==> src/logic/dacpc_pkg.sv <==
// Shared constants, types and coefficient lookup for the playback path control block
package dacpc_pkg;
   localparam logic [7:0] IDX_HP_POWER = 8'h0E;
   localparam logic [7:0] IDX_LINE_POWER = 8'h0F;
   localparam logic [7:0] IDX_DAC_CTRL = 8'h21;
   localparam logic [7:0] IDX_PATH_CTRL = 8'h30;
   localparam logic [7:0] IDX_STATUS = 8'h31;
   localparam int BIT_MONO = 12;
   localparam int BIT_SLOPING = 11;
   localparam int BIT_UNMUTE_RAMP = 9;
   localparam int BIT_OSR = 6;
   localparam int BIT_MUTE = 3;
   localparam int BIT_DEEMPHASIS_RATE_SELECT_LO = 1;
   localparam int BIT_LEFT = 1;
   localparam int BIT_RIGHT = 0;
   localparam int BIT_SEL_HPL = 2;
   localparam int BIT_SEL_HPR = 4;
   localparam int BIT_SEL_LNL = 6;
   localparam int BIT_SEL_LNR = 8;
   localparam logic [15:0] RST_POWER = 16'h0000;
   localparam logic [15:0] RST_DAC_CTRL = 16'h0008;
   localparam logic [15:0] RST_PATH_CTRL = 16'h0000;
   localparam logic [7:0] GAIN_UNITY = 8'h80;
   localparam logic [7:0] GAIN_STEP = 8'h01;
   localparam int GAIN_SHIFT = 7;
   localparam int COEF_FRAC = 14;

   typedef enum logic [1:0] {
      DACPC_DEEMPHASIS_RATE_SELECT_NONE = 2'h0,
      DACPC_DEEMPHASIS_RATE_SELECT_32K = 2'h1,
      DACPC_DEEMPHASIS_RATE_SELECT_44K1 = 2'h2,
      DACPC_DEEMPHASIS_RATE_SELECT_48K = 2'h3
   } dacpc_deemphasis_rate_select_t;

   typedef enum logic [1:0] {
      DACPC_SRC_DAC = 2'h0,
      DACPC_SRC_BYPASS_L = 2'h1,
      DACPC_SRC_BYPASS_R = 2'h2
   } dacpc_src_t;

   typedef struct packed {
      logic mono;
      logic sloping;
      logic unmute_ramp;
      logic osr_double;
      logic mute;
      dacpc_deemphasis_rate_select_t deemphasis_rate_select;
      logic left_en;
      logic right_en;
   } dacpc_cfg_t;

   typedef struct packed {
      logic signed [15:0] b0;
      logic signed [15:0] a1;
   } dacpc_coef_t;

   // One-pole shelf, unity gain at DC: b0 + a1 equals one in Q14
   function automatic dacpc_coef_t deemphasis_rate_select_coef(input dacpc_deemphasis_rate_select_t rate);
      dacpc_coef_t c;
      c.b0 = 16'sh4000;
      c.a1 = 16'sh0000;
      case (rate)
         DACPC_DEEMPHASIS_RATE_SELECT_32K: begin
            c.b0 = 16'sh2F00;
            c.a1 = 16'sh1100;
         end
         DACPC_DEEMPHASIS_RATE_SELECT_44K1: begin
            c.b0 = 16'sh2B00;
            c.a1 = 16'sh1500;
         end
         DACPC_DEEMPHASIS_RATE_SELECT_48K: begin
            c.b0 = 16'sh2A00;
            c.a1 = 16'sh1600;
         end
         default: begin
            c.b0 = 16'sh4000;
            c.a1 = 16'sh0000;
         end
      endcase
      return c;
   endfunction
endpackage

==> src/logic/dacpc_deemphasis_rate_select.sv <==
// De-emphasis shelf filter for one playback channel
`timescale 1ns/1ps
module dacpc_deemphasis_rate_select #(
   parameter int W = 16
) (
   input wire logic clk,
   input wire logic rst,
   input wire logic in_valid,
   input wire logic signed [W-1:0] in_sample,
   input wire dacpc_pkg::dacpc_deemphasis_rate_select_t rate,
   output logic out_valid,
   output logic signed [W-1:0] out_sample
);
   localparam int AW = W + 18;
   dacpc_pkg::dacpc_coef_t coef;
   logic signed [AW-1:0] acc;
   logic valid_d;
   logic valid_q;
   logic signed [W-1:0] y_d;
   logic signed [W-1:0] y_q;

   always_comb begin
      coef = dacpc_pkg::deemphasis_rate_select_coef(rate);
      acc = AW'(coef.b0 * in_sample) + AW'(coef.a1 * y_q);
      valid_d = in_valid;
      y_d = y_q;
      if (in_valid) begin
         // RULE_05 rate chooses shelf
         if (rate == dacpc_pkg::DACPC_DEEMPHASIS_RATE_SELECT_NONE) begin
            y_d = in_sample;
         end else begin
            y_d = W'(acc >>> dacpc_pkg::COEF_FRAC);
         end
      end
   end

   always_ff @(posedge clk) begin
      if (rst) begin
         valid_q <= 1'b0;
         y_q <= '0;
      end else begin
         valid_q <= valid_d;
         y_q <= y_d;
      end
   end

   assign out_valid = valid_q;
   assign out_sample = y_q;
endmodule // dacpc_deemphasis_rate_select

==> src/logic/dacpc_interp.sv <==
// Interpolation filter response select for one playback channel
`timescale 1ns/1ps
module dacpc_interp #(
   parameter int W = 16
) (
   input wire logic clk,
   input wire logic rst,
   input wire logic in_valid,
   input wire logic signed [W-1:0] in_sample,
   input wire logic sloping,
   output logic out_valid,
   output logic signed [W-1:0] out_sample
);
   logic valid_d;
   logic valid_q;
   logic signed [W-1:0] hist_d;
   logic signed [W-1:0] hist_q;
   logic signed [W-1:0] y_d;
   logic signed [W-1:0] y_q;
   logic signed [W:0] pair;

   always_comb begin
      pair = (W+1)'(in_sample) + (W+1)'(hist_q);
      valid_d = in_valid;
      hist_d = hist_q;
      y_d = y_q;
      if (in_valid) begin
         hist_d = in_sample;
         // RULE_06 normal or sloping response
         y_d = sloping ? W'(pair >>> 1) : in_sample;
      end
   end

   always_ff @(posedge clk) begin
      if (rst) begin
         valid_q <= 1'b0;
         hist_q <= '0;
         y_q <= '0;
      end else begin
         valid_q <= valid_d;
         hist_q <= hist_d;
         y_q <= y_d;
      end
   end

   assign out_valid = valid_q;
   assign out_sample = y_q;
endmodule // dacpc_interp

==> src/logic/dacpc_top.sv <==
// Playback path control: register slave, mono mix, filters, gain ramp, output routing
// Behaviour
// [RULE_01] Mono select bit 12 sums left and right into one mono sample.
// [RULE_02] The mono sum is halved automatically, a 6 dB cut against clipping.
// [RULE_03] Mono with one converter enabled drives that channel only; the other is silent.
// [RULE_04] Both converters enabled means stereo, whatever the mono select bit says.
// [RULE_05] De-emphasis field bits 2:1: none, 32 kHz, 44.1 kHz, 48 kHz.
// [RULE_06] Bit 11 picks the normal or the sloping stopband filter response.
// [RULE_07] Software should pick the sloping filter at sample rates of 24 kHz or below.
// [RULE_08] Bit 6 picks low-power oversampling or doubled high-performance oversampling.
// [RULE_09] Left outputs follow the left converter, right outputs the right one, by default.
// [RULE_10] Each output path has a selector for left or right analogue bypass.
// [RULE_11] Headphone power register: bit 1 enables left, bit 0 enables right.
// [RULE_12] Line output power register: bit 1 enables left, bit 0 enables right.
// [RULE_13] Software enables mid-rail reference and master bias before using the outputs.
// [RULE_14] Software should drive output enables through the sequencer's start-up and shutdown.
// [RULE_15] On unmute, gain ramps back up or jumps back, per the ramp select bit.
// [RULE_16] Mode changes take effect only at a sample boundary.
// [RULE_17] Reset gives stereo, no de-emphasis, normal filter, low-power ratio, outputs off.
//
// Local design decision: the AHB-Lite slave port.
`timescale 1ns/1ps
module dacpc_top #(
   parameter int W = 16
) (
   input wire logic clk,
   input wire logic rst,
   input wire logic hsel,
   input wire logic [31:0] haddr,
   input wire logic [1:0] htrans,
   input wire logic hwrite,
   input wire logic [2:0] hsize,
   input wire logic [31:0] hwdata,
   input wire logic hready,
   output logic hreadyout,
   output logic hresp,
   output logic [31:0] hrdata,
   input wire logic in_valid,
   input wire logic signed [W-1:0] in_left,
   input wire logic signed [W-1:0] in_right,
   output logic out_valid,
   output logic signed [W-1:0] out_left,
   output logic signed [W-1:0] out_right,
   output logic left_converter_enable,
   output logic right_converter_enable,
   output logic oversample_double_select,
   output logic left_headphone_amp_enable,
   output logic right_headphone_amp_enable,
   output logic left_line_amp_enable,
   output logic right_line_amp_enable,
   output logic [1:0] left_headphone_pin_src,
   output logic [1:0] right_headphone_pin_src,
   output logic [1:0] left_line_pin_src,
   output logic [1:0] right_line_pin_src
);
   typedef enum logic [2:0] {
      DACPC_GAIN_HOLD = 3'b001,
      DACPC_GAIN_DOWN = 3'b010,
      DACPC_GAIN_UP = 3'b100
   } dacpc_gain_state_t;

   logic [15:0] hp_pwr_d, hp_pwr_q, line_pwr_d, line_pwr_q;
   logic [15:0] dac_ctrl_d, dac_ctrl_q, path_ctrl_d, path_ctrl_q;
   logic wr_pend_d, wr_pend_q;
   logic [7:0] wr_idx_d, wr_idx_q;
   logic [31:0] hrdata_d, hrdata_q;
   logic addr_phase;
   logic mapped_hi;
   dacpc_pkg::dacpc_cfg_t cfg_reg, act_d, act_q;
   logic mono_eff;
   logic signed [W:0] mono_sum;
   logic s1_valid_d, s1_valid_q;
   logic signed [W-1:0] s1_l_d, s1_l_q, s1_r_d, s1_r_q;
   logic de_valid_l, de_valid_r, ip_valid_l, ip_valid_r;
   logic signed [W-1:0] de_l, de_r, ip_l, ip_r;
   dacpc_gain_state_t gst_d, gst_q;
   logic [7:0] gain_d, gain_q;
   logic out_valid_d, out_valid_q;
   logic signed [W-1:0] out_l_d, out_l_q, out_r_d, out_r_q;

   function automatic logic signed [W-1:0] apply_gain(input logic signed [W-1:0] x, input logic [7:0] g);
      logic signed [W+8:0] p;
      p = (W+9)'(x * $signed({1'b0, g}));
      return W'(p >>> dacpc_pkg::GAIN_SHIFT);
   endfunction

   function automatic logic [31:0] read_reg(input logic [7:0] idx);
      logic [31:0] r;
      r = 32'h0000_0000;
      case (idx)
         dacpc_pkg::IDX_HP_POWER: r = {16'h0000, hp_pwr_q};
         dacpc_pkg::IDX_LINE_POWER: r = {16'h0000, line_pwr_q};
         dacpc_pkg::IDX_DAC_CTRL: r = {16'h0000, dac_ctrl_q};
         dacpc_pkg::IDX_PATH_CTRL: r = {16'h0000, path_ctrl_q};
         dacpc_pkg::IDX_STATUS: r = {16'h0000, 5'h00, gst_q, gain_q};
         default: r = 32'h0000_0000;
      endcase
      return r;
   endfunction

   // Bus slave and register file
   always_comb begin
      mapped_hi = (haddr[31:10] == 22'h00_0000);
      addr_phase = hsel && htrans[1] && hready;
      wr_pend_d = addr_phase && hwrite && mapped_hi;
      wr_idx_d = addr_phase ? haddr[9:2] : wr_idx_q;
      hrdata_d = hrdata_q;
      if (addr_phase && !hwrite) begin
         hrdata_d = mapped_hi ? read_reg(haddr[9:2]) : 32'h0000_0000;
      end
      hp_pwr_d = hp_pwr_q;
      line_pwr_d = line_pwr_q;
      dac_ctrl_d = dac_ctrl_q;
      path_ctrl_d = path_ctrl_q;
      if (wr_pend_q) begin
         case (wr_idx_q)
            // RULE_11 headphone enables
            dacpc_pkg::IDX_HP_POWER: hp_pwr_d = {14'h0000, hwdata[1:0]};
            // RULE_12 line enables
            dacpc_pkg::IDX_LINE_POWER: line_pwr_d = {14'h0000, hwdata[1:0]};
            dacpc_pkg::IDX_DAC_CTRL: dac_ctrl_d = hwdata[15:0] & 16'h1A4E;
            dacpc_pkg::IDX_PATH_CTRL: path_ctrl_d = {6'h00, hwdata[9:0]};
            default: dac_ctrl_d = dac_ctrl_q;
         endcase
      end
   end

   always_ff @(posedge clk) begin
      if (rst) begin
         wr_pend_q <= 1'b0;
         wr_idx_q <= 8'h00;
         hrdata_q <= 32'h0000_0000;
         hp_pwr_q <= dacpc_pkg::RST_POWER;
         line_pwr_q <= dacpc_pkg::RST_POWER;
         dac_ctrl_q <= dacpc_pkg::RST_DAC_CTRL;
         path_ctrl_q <= dacpc_pkg::RST_PATH_CTRL;
      end else begin
         wr_pend_q <= wr_pend_d;
         wr_idx_q <= wr_idx_d;
         hrdata_q <= hrdata_d;
         hp_pwr_q <= hp_pwr_d;
         line_pwr_q <= line_pwr_d;
         dac_ctrl_q <= dac_ctrl_d;
         path_ctrl_q <= path_ctrl_d;
      end
   end

   // Mono mix and sample-boundary configuration
   always_comb begin
      cfg_reg.mono = dac_ctrl_q[dacpc_pkg::BIT_MONO];
      cfg_reg.sloping = dac_ctrl_q[dacpc_pkg::BIT_SLOPING];
      cfg_reg.unmute_ramp = dac_ctrl_q[dacpc_pkg::BIT_UNMUTE_RAMP];
      cfg_reg.osr_double = dac_ctrl_q[dacpc_pkg::BIT_OSR];
      cfg_reg.mute = dac_ctrl_q[dacpc_pkg::BIT_MUTE];
      cfg_reg.deemphasis_rate_select = dacpc_pkg::dacpc_deemphasis_rate_select_t'(dac_ctrl_q[dacpc_pkg::BIT_DEEMPHASIS_RATE_SELECT_LO +: 2]);
      cfg_reg.left_en = path_ctrl_q[dacpc_pkg::BIT_LEFT];
      cfg_reg.right_en = path_ctrl_q[dacpc_pkg::BIT_RIGHT];
      // RULE_16 latch settings per sample
      act_d = in_valid ? cfg_reg : act_q;
      // RULE_04 both enabled forces stereo
      mono_eff = cfg_reg.mono && !(cfg_reg.left_en && cfg_reg.right_en);
      // RULE_01 sum both channels
      mono_sum = (W+1)'(in_left) + (W+1)'(in_right);
      s1_valid_d = in_valid;
      s1_l_d = s1_l_q;
      s1_r_d = s1_r_q;
      if (in_valid) begin
         // RULE_02 halve the mono sum
         s1_l_d = mono_eff ? W'(mono_sum >>> 1) : in_left;
         s1_r_d = mono_eff ? W'(mono_sum >>> 1) : in_right;
      end
   end

   always_ff @(posedge clk) begin
      if (rst) begin
         // RULE_17 reset configuration
         act_q <= '0;
         s1_valid_q <= 1'b0;
         s1_l_q <= '0;
         s1_r_q <= '0;
      end else begin
         act_q <= act_d;
         s1_valid_q <= s1_valid_d;
         s1_l_q <= s1_l_d;
         s1_r_q <= s1_r_d;
      end
   end

   dacpc_deemphasis_rate_select #(.W(W)) u_deemphasis_rate_select_l (.clk(clk), .rst(rst), .in_valid(s1_valid_q), .in_sample(s1_l_q),
      .rate(act_q.deemphasis_rate_select), .out_valid(de_valid_l), .out_sample(de_l));
   dacpc_deemphasis_rate_select #(.W(W)) u_deemphasis_rate_select_r (.clk(clk), .rst(rst), .in_valid(s1_valid_q), .in_sample(s1_r_q),
      .rate(act_q.deemphasis_rate_select), .out_valid(de_valid_r), .out_sample(de_r));
   dacpc_interp #(.W(W)) u_interp_l (.clk(clk), .rst(rst), .in_valid(de_valid_l), .in_sample(de_l),
      .sloping(act_q.sloping), .out_valid(ip_valid_l), .out_sample(ip_l));
   dacpc_interp #(.W(W)) u_interp_r (.clk(clk), .rst(rst), .in_valid(de_valid_r), .in_sample(de_r),
      .sloping(act_q.sloping), .out_valid(ip_valid_r), .out_sample(ip_r));

   // Soft mute gain and output stage
   always_comb begin
      gst_d = gst_q;
      gain_d = gain_q;
      out_valid_d = ip_valid_l;
      out_l_d = out_l_q;
      out_r_d = out_r_q;
      if (ip_valid_l) begin
         if (act_q.mute) begin
            gst_d = (gain_q > dacpc_pkg::GAIN_STEP) ? DACPC_GAIN_DOWN : DACPC_GAIN_HOLD;
            gain_d = (gain_q > dacpc_pkg::GAIN_STEP) ? gain_q - dacpc_pkg::GAIN_STEP : 8'h00;
         // RULE_15 ramp or instant restore
         end else if (act_q.unmute_ramp && gain_q < dacpc_pkg::GAIN_UNITY) begin
            gst_d = DACPC_GAIN_UP;
            gain_d = gain_q + dacpc_pkg::GAIN_STEP;
         end else begin
            gst_d = DACPC_GAIN_HOLD;
            gain_d = dacpc_pkg::GAIN_UNITY;
         end
         // RULE_03 disabled channel silent
         out_l_d = act_q.left_en ? apply_gain(ip_l, gain_d) : '0;
         out_r_d = act_q.right_en ? apply_gain(ip_r, gain_d) : '0;
      end
   end

   always_ff @(posedge clk) begin
      if (rst) begin
         gst_q <= DACPC_GAIN_HOLD;
         gain_q <= 8'h00;
         out_valid_q <= 1'b0;
         out_l_q <= '0;
         out_r_q <= '0;
      end else begin
         gst_q <= gst_d;
         gain_q <= gain_d;
         out_valid_q <= out_valid_d;
         out_l_q <= out_l_d;
         out_r_q <= out_r_d;
      end
   end

   assign hreadyout = 1'b1;
   assign hresp = 1'b0;
   assign hrdata = hrdata_q;
   assign out_valid = out_valid_q;
   assign out_left = out_l_q;
   assign out_right = out_r_q;
   assign left_converter_enable = act_q.left_en;
   assign right_converter_enable = act_q.right_en;
   // RULE_08 oversampling ratio select
   assign oversample_double_select = act_q.osr_double;
   assign left_headphone_amp_enable = hp_pwr_q[dacpc_pkg::BIT_LEFT];
   assign right_headphone_amp_enable = hp_pwr_q[dacpc_pkg::BIT_RIGHT];
   assign left_line_amp_enable = line_pwr_q[dacpc_pkg::BIT_LEFT];
   assign right_line_amp_enable = line_pwr_q[dacpc_pkg::BIT_RIGHT];
   // RULE_09 RULE_10 per-path source selectors
   assign left_headphone_pin_src = path_ctrl_q[dacpc_pkg::BIT_SEL_HPL +: 2];
   assign right_headphone_pin_src = path_ctrl_q[dacpc_pkg::BIT_SEL_HPR +: 2];
   assign left_line_pin_src = path_ctrl_q[dacpc_pkg::BIT_SEL_LNL +: 2];
   assign right_line_pin_src = path_ctrl_q[dacpc_pkg::BIT_SEL_LNR +: 2];
endmodule // dacpc_top
==> config.mk <==
export PLATFORM = sky130hd
export DESIGN_NAME = dacpc_top
export DESIGN_NICKNAME = d
export VERILOG_FILES = /design/src/logic/dacpc_pkg.sv /design/src/logic/dacpc_deemphasis_rate_select.sv /design/src/logic/dacpc_interp.sv /design/src/logic/dacpc_top.sv
export SDC_FILE = /design/constraint.sdc
export NUM_CORES = 2
export LEC_CHECK = 0
export CAP_MARGIN = 5
export CORE_MARGIN = 4
export CORE_UTILIZATION = 34
export DETAILED_ROUTE_END_ITERATION = 12
export DONT_BUFFER_PORTS = 1
export PLACE_DENSITY = 0.59
export SLEW_MARGIN = 20
export SYNTH_ARGS = -nofsm -noshare
export SYNTH_HDL_FRONTEND = slang
export SYNTH_SLANG_ARGS = --single-unit
==> constraint.sdc <==
create_clock -name clk -period 11.55 [get_ports clk]
set_input_delay 2.31 -clock clk [delete_from_list [all_inputs] [get_ports clk]]
set_output_delay 2.31 -clock clk [all_outputs]
set_load 0.005 [all_outputs]
==> metrics.cfg <==
[run_status]
status=finished, final reports clean

[floorplan]
ios=189
fp.dieArea_sq_mm=0.103
chipWidth_um=320
initial_core_util_pct=34.3
core-area_sq_mm=0.0967
rows=114
fp.dieH_um=320

[synthesis]
synth_area_leader_cell=fa_1
syn_inst=3678
dominantRegCellSynth=dfxtp_1
synth_top_area_share_pct=27.6
yosysUniqueCellTypes=78
ys_warn_count=0
syn_area_sq_mm=0.0332
yosys_register_bits=226
syn_avg_cell_area_sq_um=9.03
synth_edf_count=0
yosys-top-cells-count=inv_1 (664), ha_1 (496), fa_1 (457), nor2_1 (279), and2_1 (265)
yosysMostFrequentCell=inv_1
yosys-top-cells-area=fa_1 (28%), ha_1 (19%), dfxtp_1 (14%), inv_1 (7.5%), and2_1 (5.0%)
postSynth.asyncResetShare_pct=0
yosysSeqAreaShare_pct=13.6

[clocking]
h-tree-depth=1
cts_sinks=226
clock_latency_ns=0.60
clk_path_buf_depth=3
post-cts-setup-buffers=0
postCtsHoldBufs=0
cts_resized=0
clk_pin_slew_worst_paths_ns=0.06
cts_buffers=30
cts_root_buf=clkbuf_16
cts_tree=done

[sta]
setup_viol=0
fin_setup_tns_ns=0
period_minus_slack_ns=8.58
worstMarginPinSlew_ns=1.02
finalMaxSlewViolations=0
rsz0062_at_grt=no
min_period_over_period_pct=74.3
hold_viol_final=0
relSlewSlack_pct=31.7
max_freq_mhz=117
clock_skew_ns=0.0264

[placed_design]
hpwl_um=61800
globalplace.congestion=0.816
io_buffers=0

[setup_path]
critical_path_depth=25
crit_family=adder cells
rr_endpoint=u_deemphasis_rate_select_r.out_sample[15]
worst-endpoint-required_ns=12.03
critPathMaxFanout=62
cp_slowest_cell=buf_4
crit_end=u_deemphasis_rate_select_r.out_sample[15]
crit_arrival_ns=9.06
worstRegToRegCells=25
rrSetupSlack_ns=2.97
timing.critical_path.mode_cell=fa_1
cp-startpoint=act_q[2]
path_class=reg -> reg
cp-end-kind=register
crit_buf_inv=4
cpPeakStageDelay_ns=0.68
startpoint_type=register
reg2reg_from=act_q[2]

[power]
fin_total_pwr_mw=2.58
ir_worst_vdd_uv=91.6
power_leakage_nw=17.9
p_per_area_mw_per_mm2=72.8

[route]
drt-initial-drc-count=1050
wl_per_cell_um=15.7
vias=23300
antenna_left=0
post-route-drc-count=0
dr.pass1.iters=5
avgViaCountPerCell=4.75
detail_route.wirelength_um=77000

[global_route]
antenna_found_initial=0
grt_max_degree=212
grt_pass1_vias=24300
grt_overflow=0
grt_pass1_wl_um=129000
grt_use_total_pct=15.2

[finish]
fill_cells=9867
multi_input_area_sq_mm=0.0256
area_growth_pct=6.82
drive_gt1_share_pct=3.09
ff_latch_area_sq_mm=0.00453
nets=4658

[hold_path]
hold_path_class=reg -> reg
min_path_cells=2

[flow_run]
maxCapViolations=0

[routing by layer]
layer  GRT usage (%)  share of wire [%]  vias up
li1                -                  -    11500
met1            21.7                 49    11400
met2            24.9                 45      267
met3            2.43                4.0       58
met4            2.54                1.7        0
met5               0                  0        -
[flip-flops by register name, indices dropped and copies added (netlist names), 2 cells and up]
register / count
out_left: 16
out_right: 16
s1_l_q: 16
s1_r_q: 16
u_deemphasis_rate_select_l.out_sample: 16
u_deemphasis_rate_select_r.out_sample: 16
u_interp_l.hist_q: 16
u_interp_l.out_sample: 16
u_interp_r.hist_q: 16
u_interp_r.out_sample: 16
hrdata: 13
path_ctrl_q: 10
gain_q: 8
wr_idx_q: 8
dac_ctrl_q: 7
act_q: 5
gst_q: 3
hp_pwr_q: 2
line_pwr_q: 2
[worst register-to-register path: stages (launching register included)]
cell	delay [ns]
dfxtp_1	0.34
inv_1	0.13
ha_4	0.50
buf_4	0.71
nor2b_1	0.26
fa_1	0.51
ha_1	0.32
ha_1	0.33
ha_1	0.33
fa_1	0.51
fa_1	0.51
fa_1	0.49
inv_1	0.05
fa_1	0.47
inv_1	0.04
ha_1	0.30
and2_1	0.17
a221oi_1	0.42
a21bo_2	0.23
a31oi_1	0.16
a21oi_1	0.38
o21ai_0	0.19
o41ai_1	0.41
xnor2_1	0.15
or3_1	0.32
a311oi_1	0.26
[cell type report]
class                      count  area share (%)
timing repair buffer          17           0.360
sequential                   226            12.8
inverter                     664            7.03
antenna                        1         0.00706
tap                         1276            4.50
multi-input combinational   2659            72.3
clock buffer                  39            2.38
clock inverter                16           0.677
[cells in the final DEF (no fill, tap or decap), types with 29 or more instances in the layout]
| master | instances |
|---|---|
| conb_1 | 37 |
| xnor2_1 | 88 |
| nor2b_1 | 104 |
| ha_1 | 495 |
| mux2i_1 | 98 |
| dfxtp_1 | 223 |
| clkbuf_16 | 30 |
| o21ai_0 | 46 |
| a21oi_1 | 99 |
| fa_1 | 457 |
| nor3_1 | 37 |
| inv_1 | 664 |
| a211oi_1 | 67 |
| xor2_1 | 29 |
| nor2_1 | 278 |
| and2_1 | 265 |
| nand2_1 | 247 |
[cells by family after synthesis]
kind of cell / after synthesis / share of synthesized area (%)
AND/OR/NAND/NOR: 1043 / 15.6
adder cells (fa/ha/maj): 953 / 46.3
buffers and inverters: 828 / 9.72
AO/OA/AOI/OAI: 406 / 8.53
flip-flops: 226 / 13.6
XOR/XNOR: 117 / 3.09
multiplexers: 103 / 3.12
other: 2 / 0.0226
[power breakdown]
group	internal, mW	switching [mW]	leakage [nW]
sequential	0.804	0.0579	1.84
clock	0.628	0.398	0.521
combinational	0.308	0.384	15.5
total	1.74	0.840	17.9
[stage by stage]
stage                     cell area (sq um)  util (%)  hold WS, ns  cells  worst slack (ns)
final                                 35500      36.7        0.476   4898              2.97
after global routing                  35500      36.7        0.511   4897              2.50
after CTS                             35500      36.7        0.475   4897              2.92
after detailed placement              34400      35.5        0.467   4842              2.98
after global placement                34400      35.5        0.461   4842              3.00
after floorplan                       33300         -        0.434   3713              3.81
[worst min-delay path by stage]
stage | start | endpoint | slack (ns)
finish | wr_idx_q[6] | wr_idx_q[6] | 0.48
global route | out_right[8] | out_right[8] | 0.51
CTS | wr_idx_q[6] | wr_idx_q[6] | 0.48
detailed placement | wr_idx_q[6] | wr_idx_q[6] | 0.47
global placement | wr_idx_q[6] | wr_idx_q[6] | 0.46
floorplan | gst_q[0] | gst_q[0] | 0.43
No activity file was read; power rests on OpenSTA's default activity.
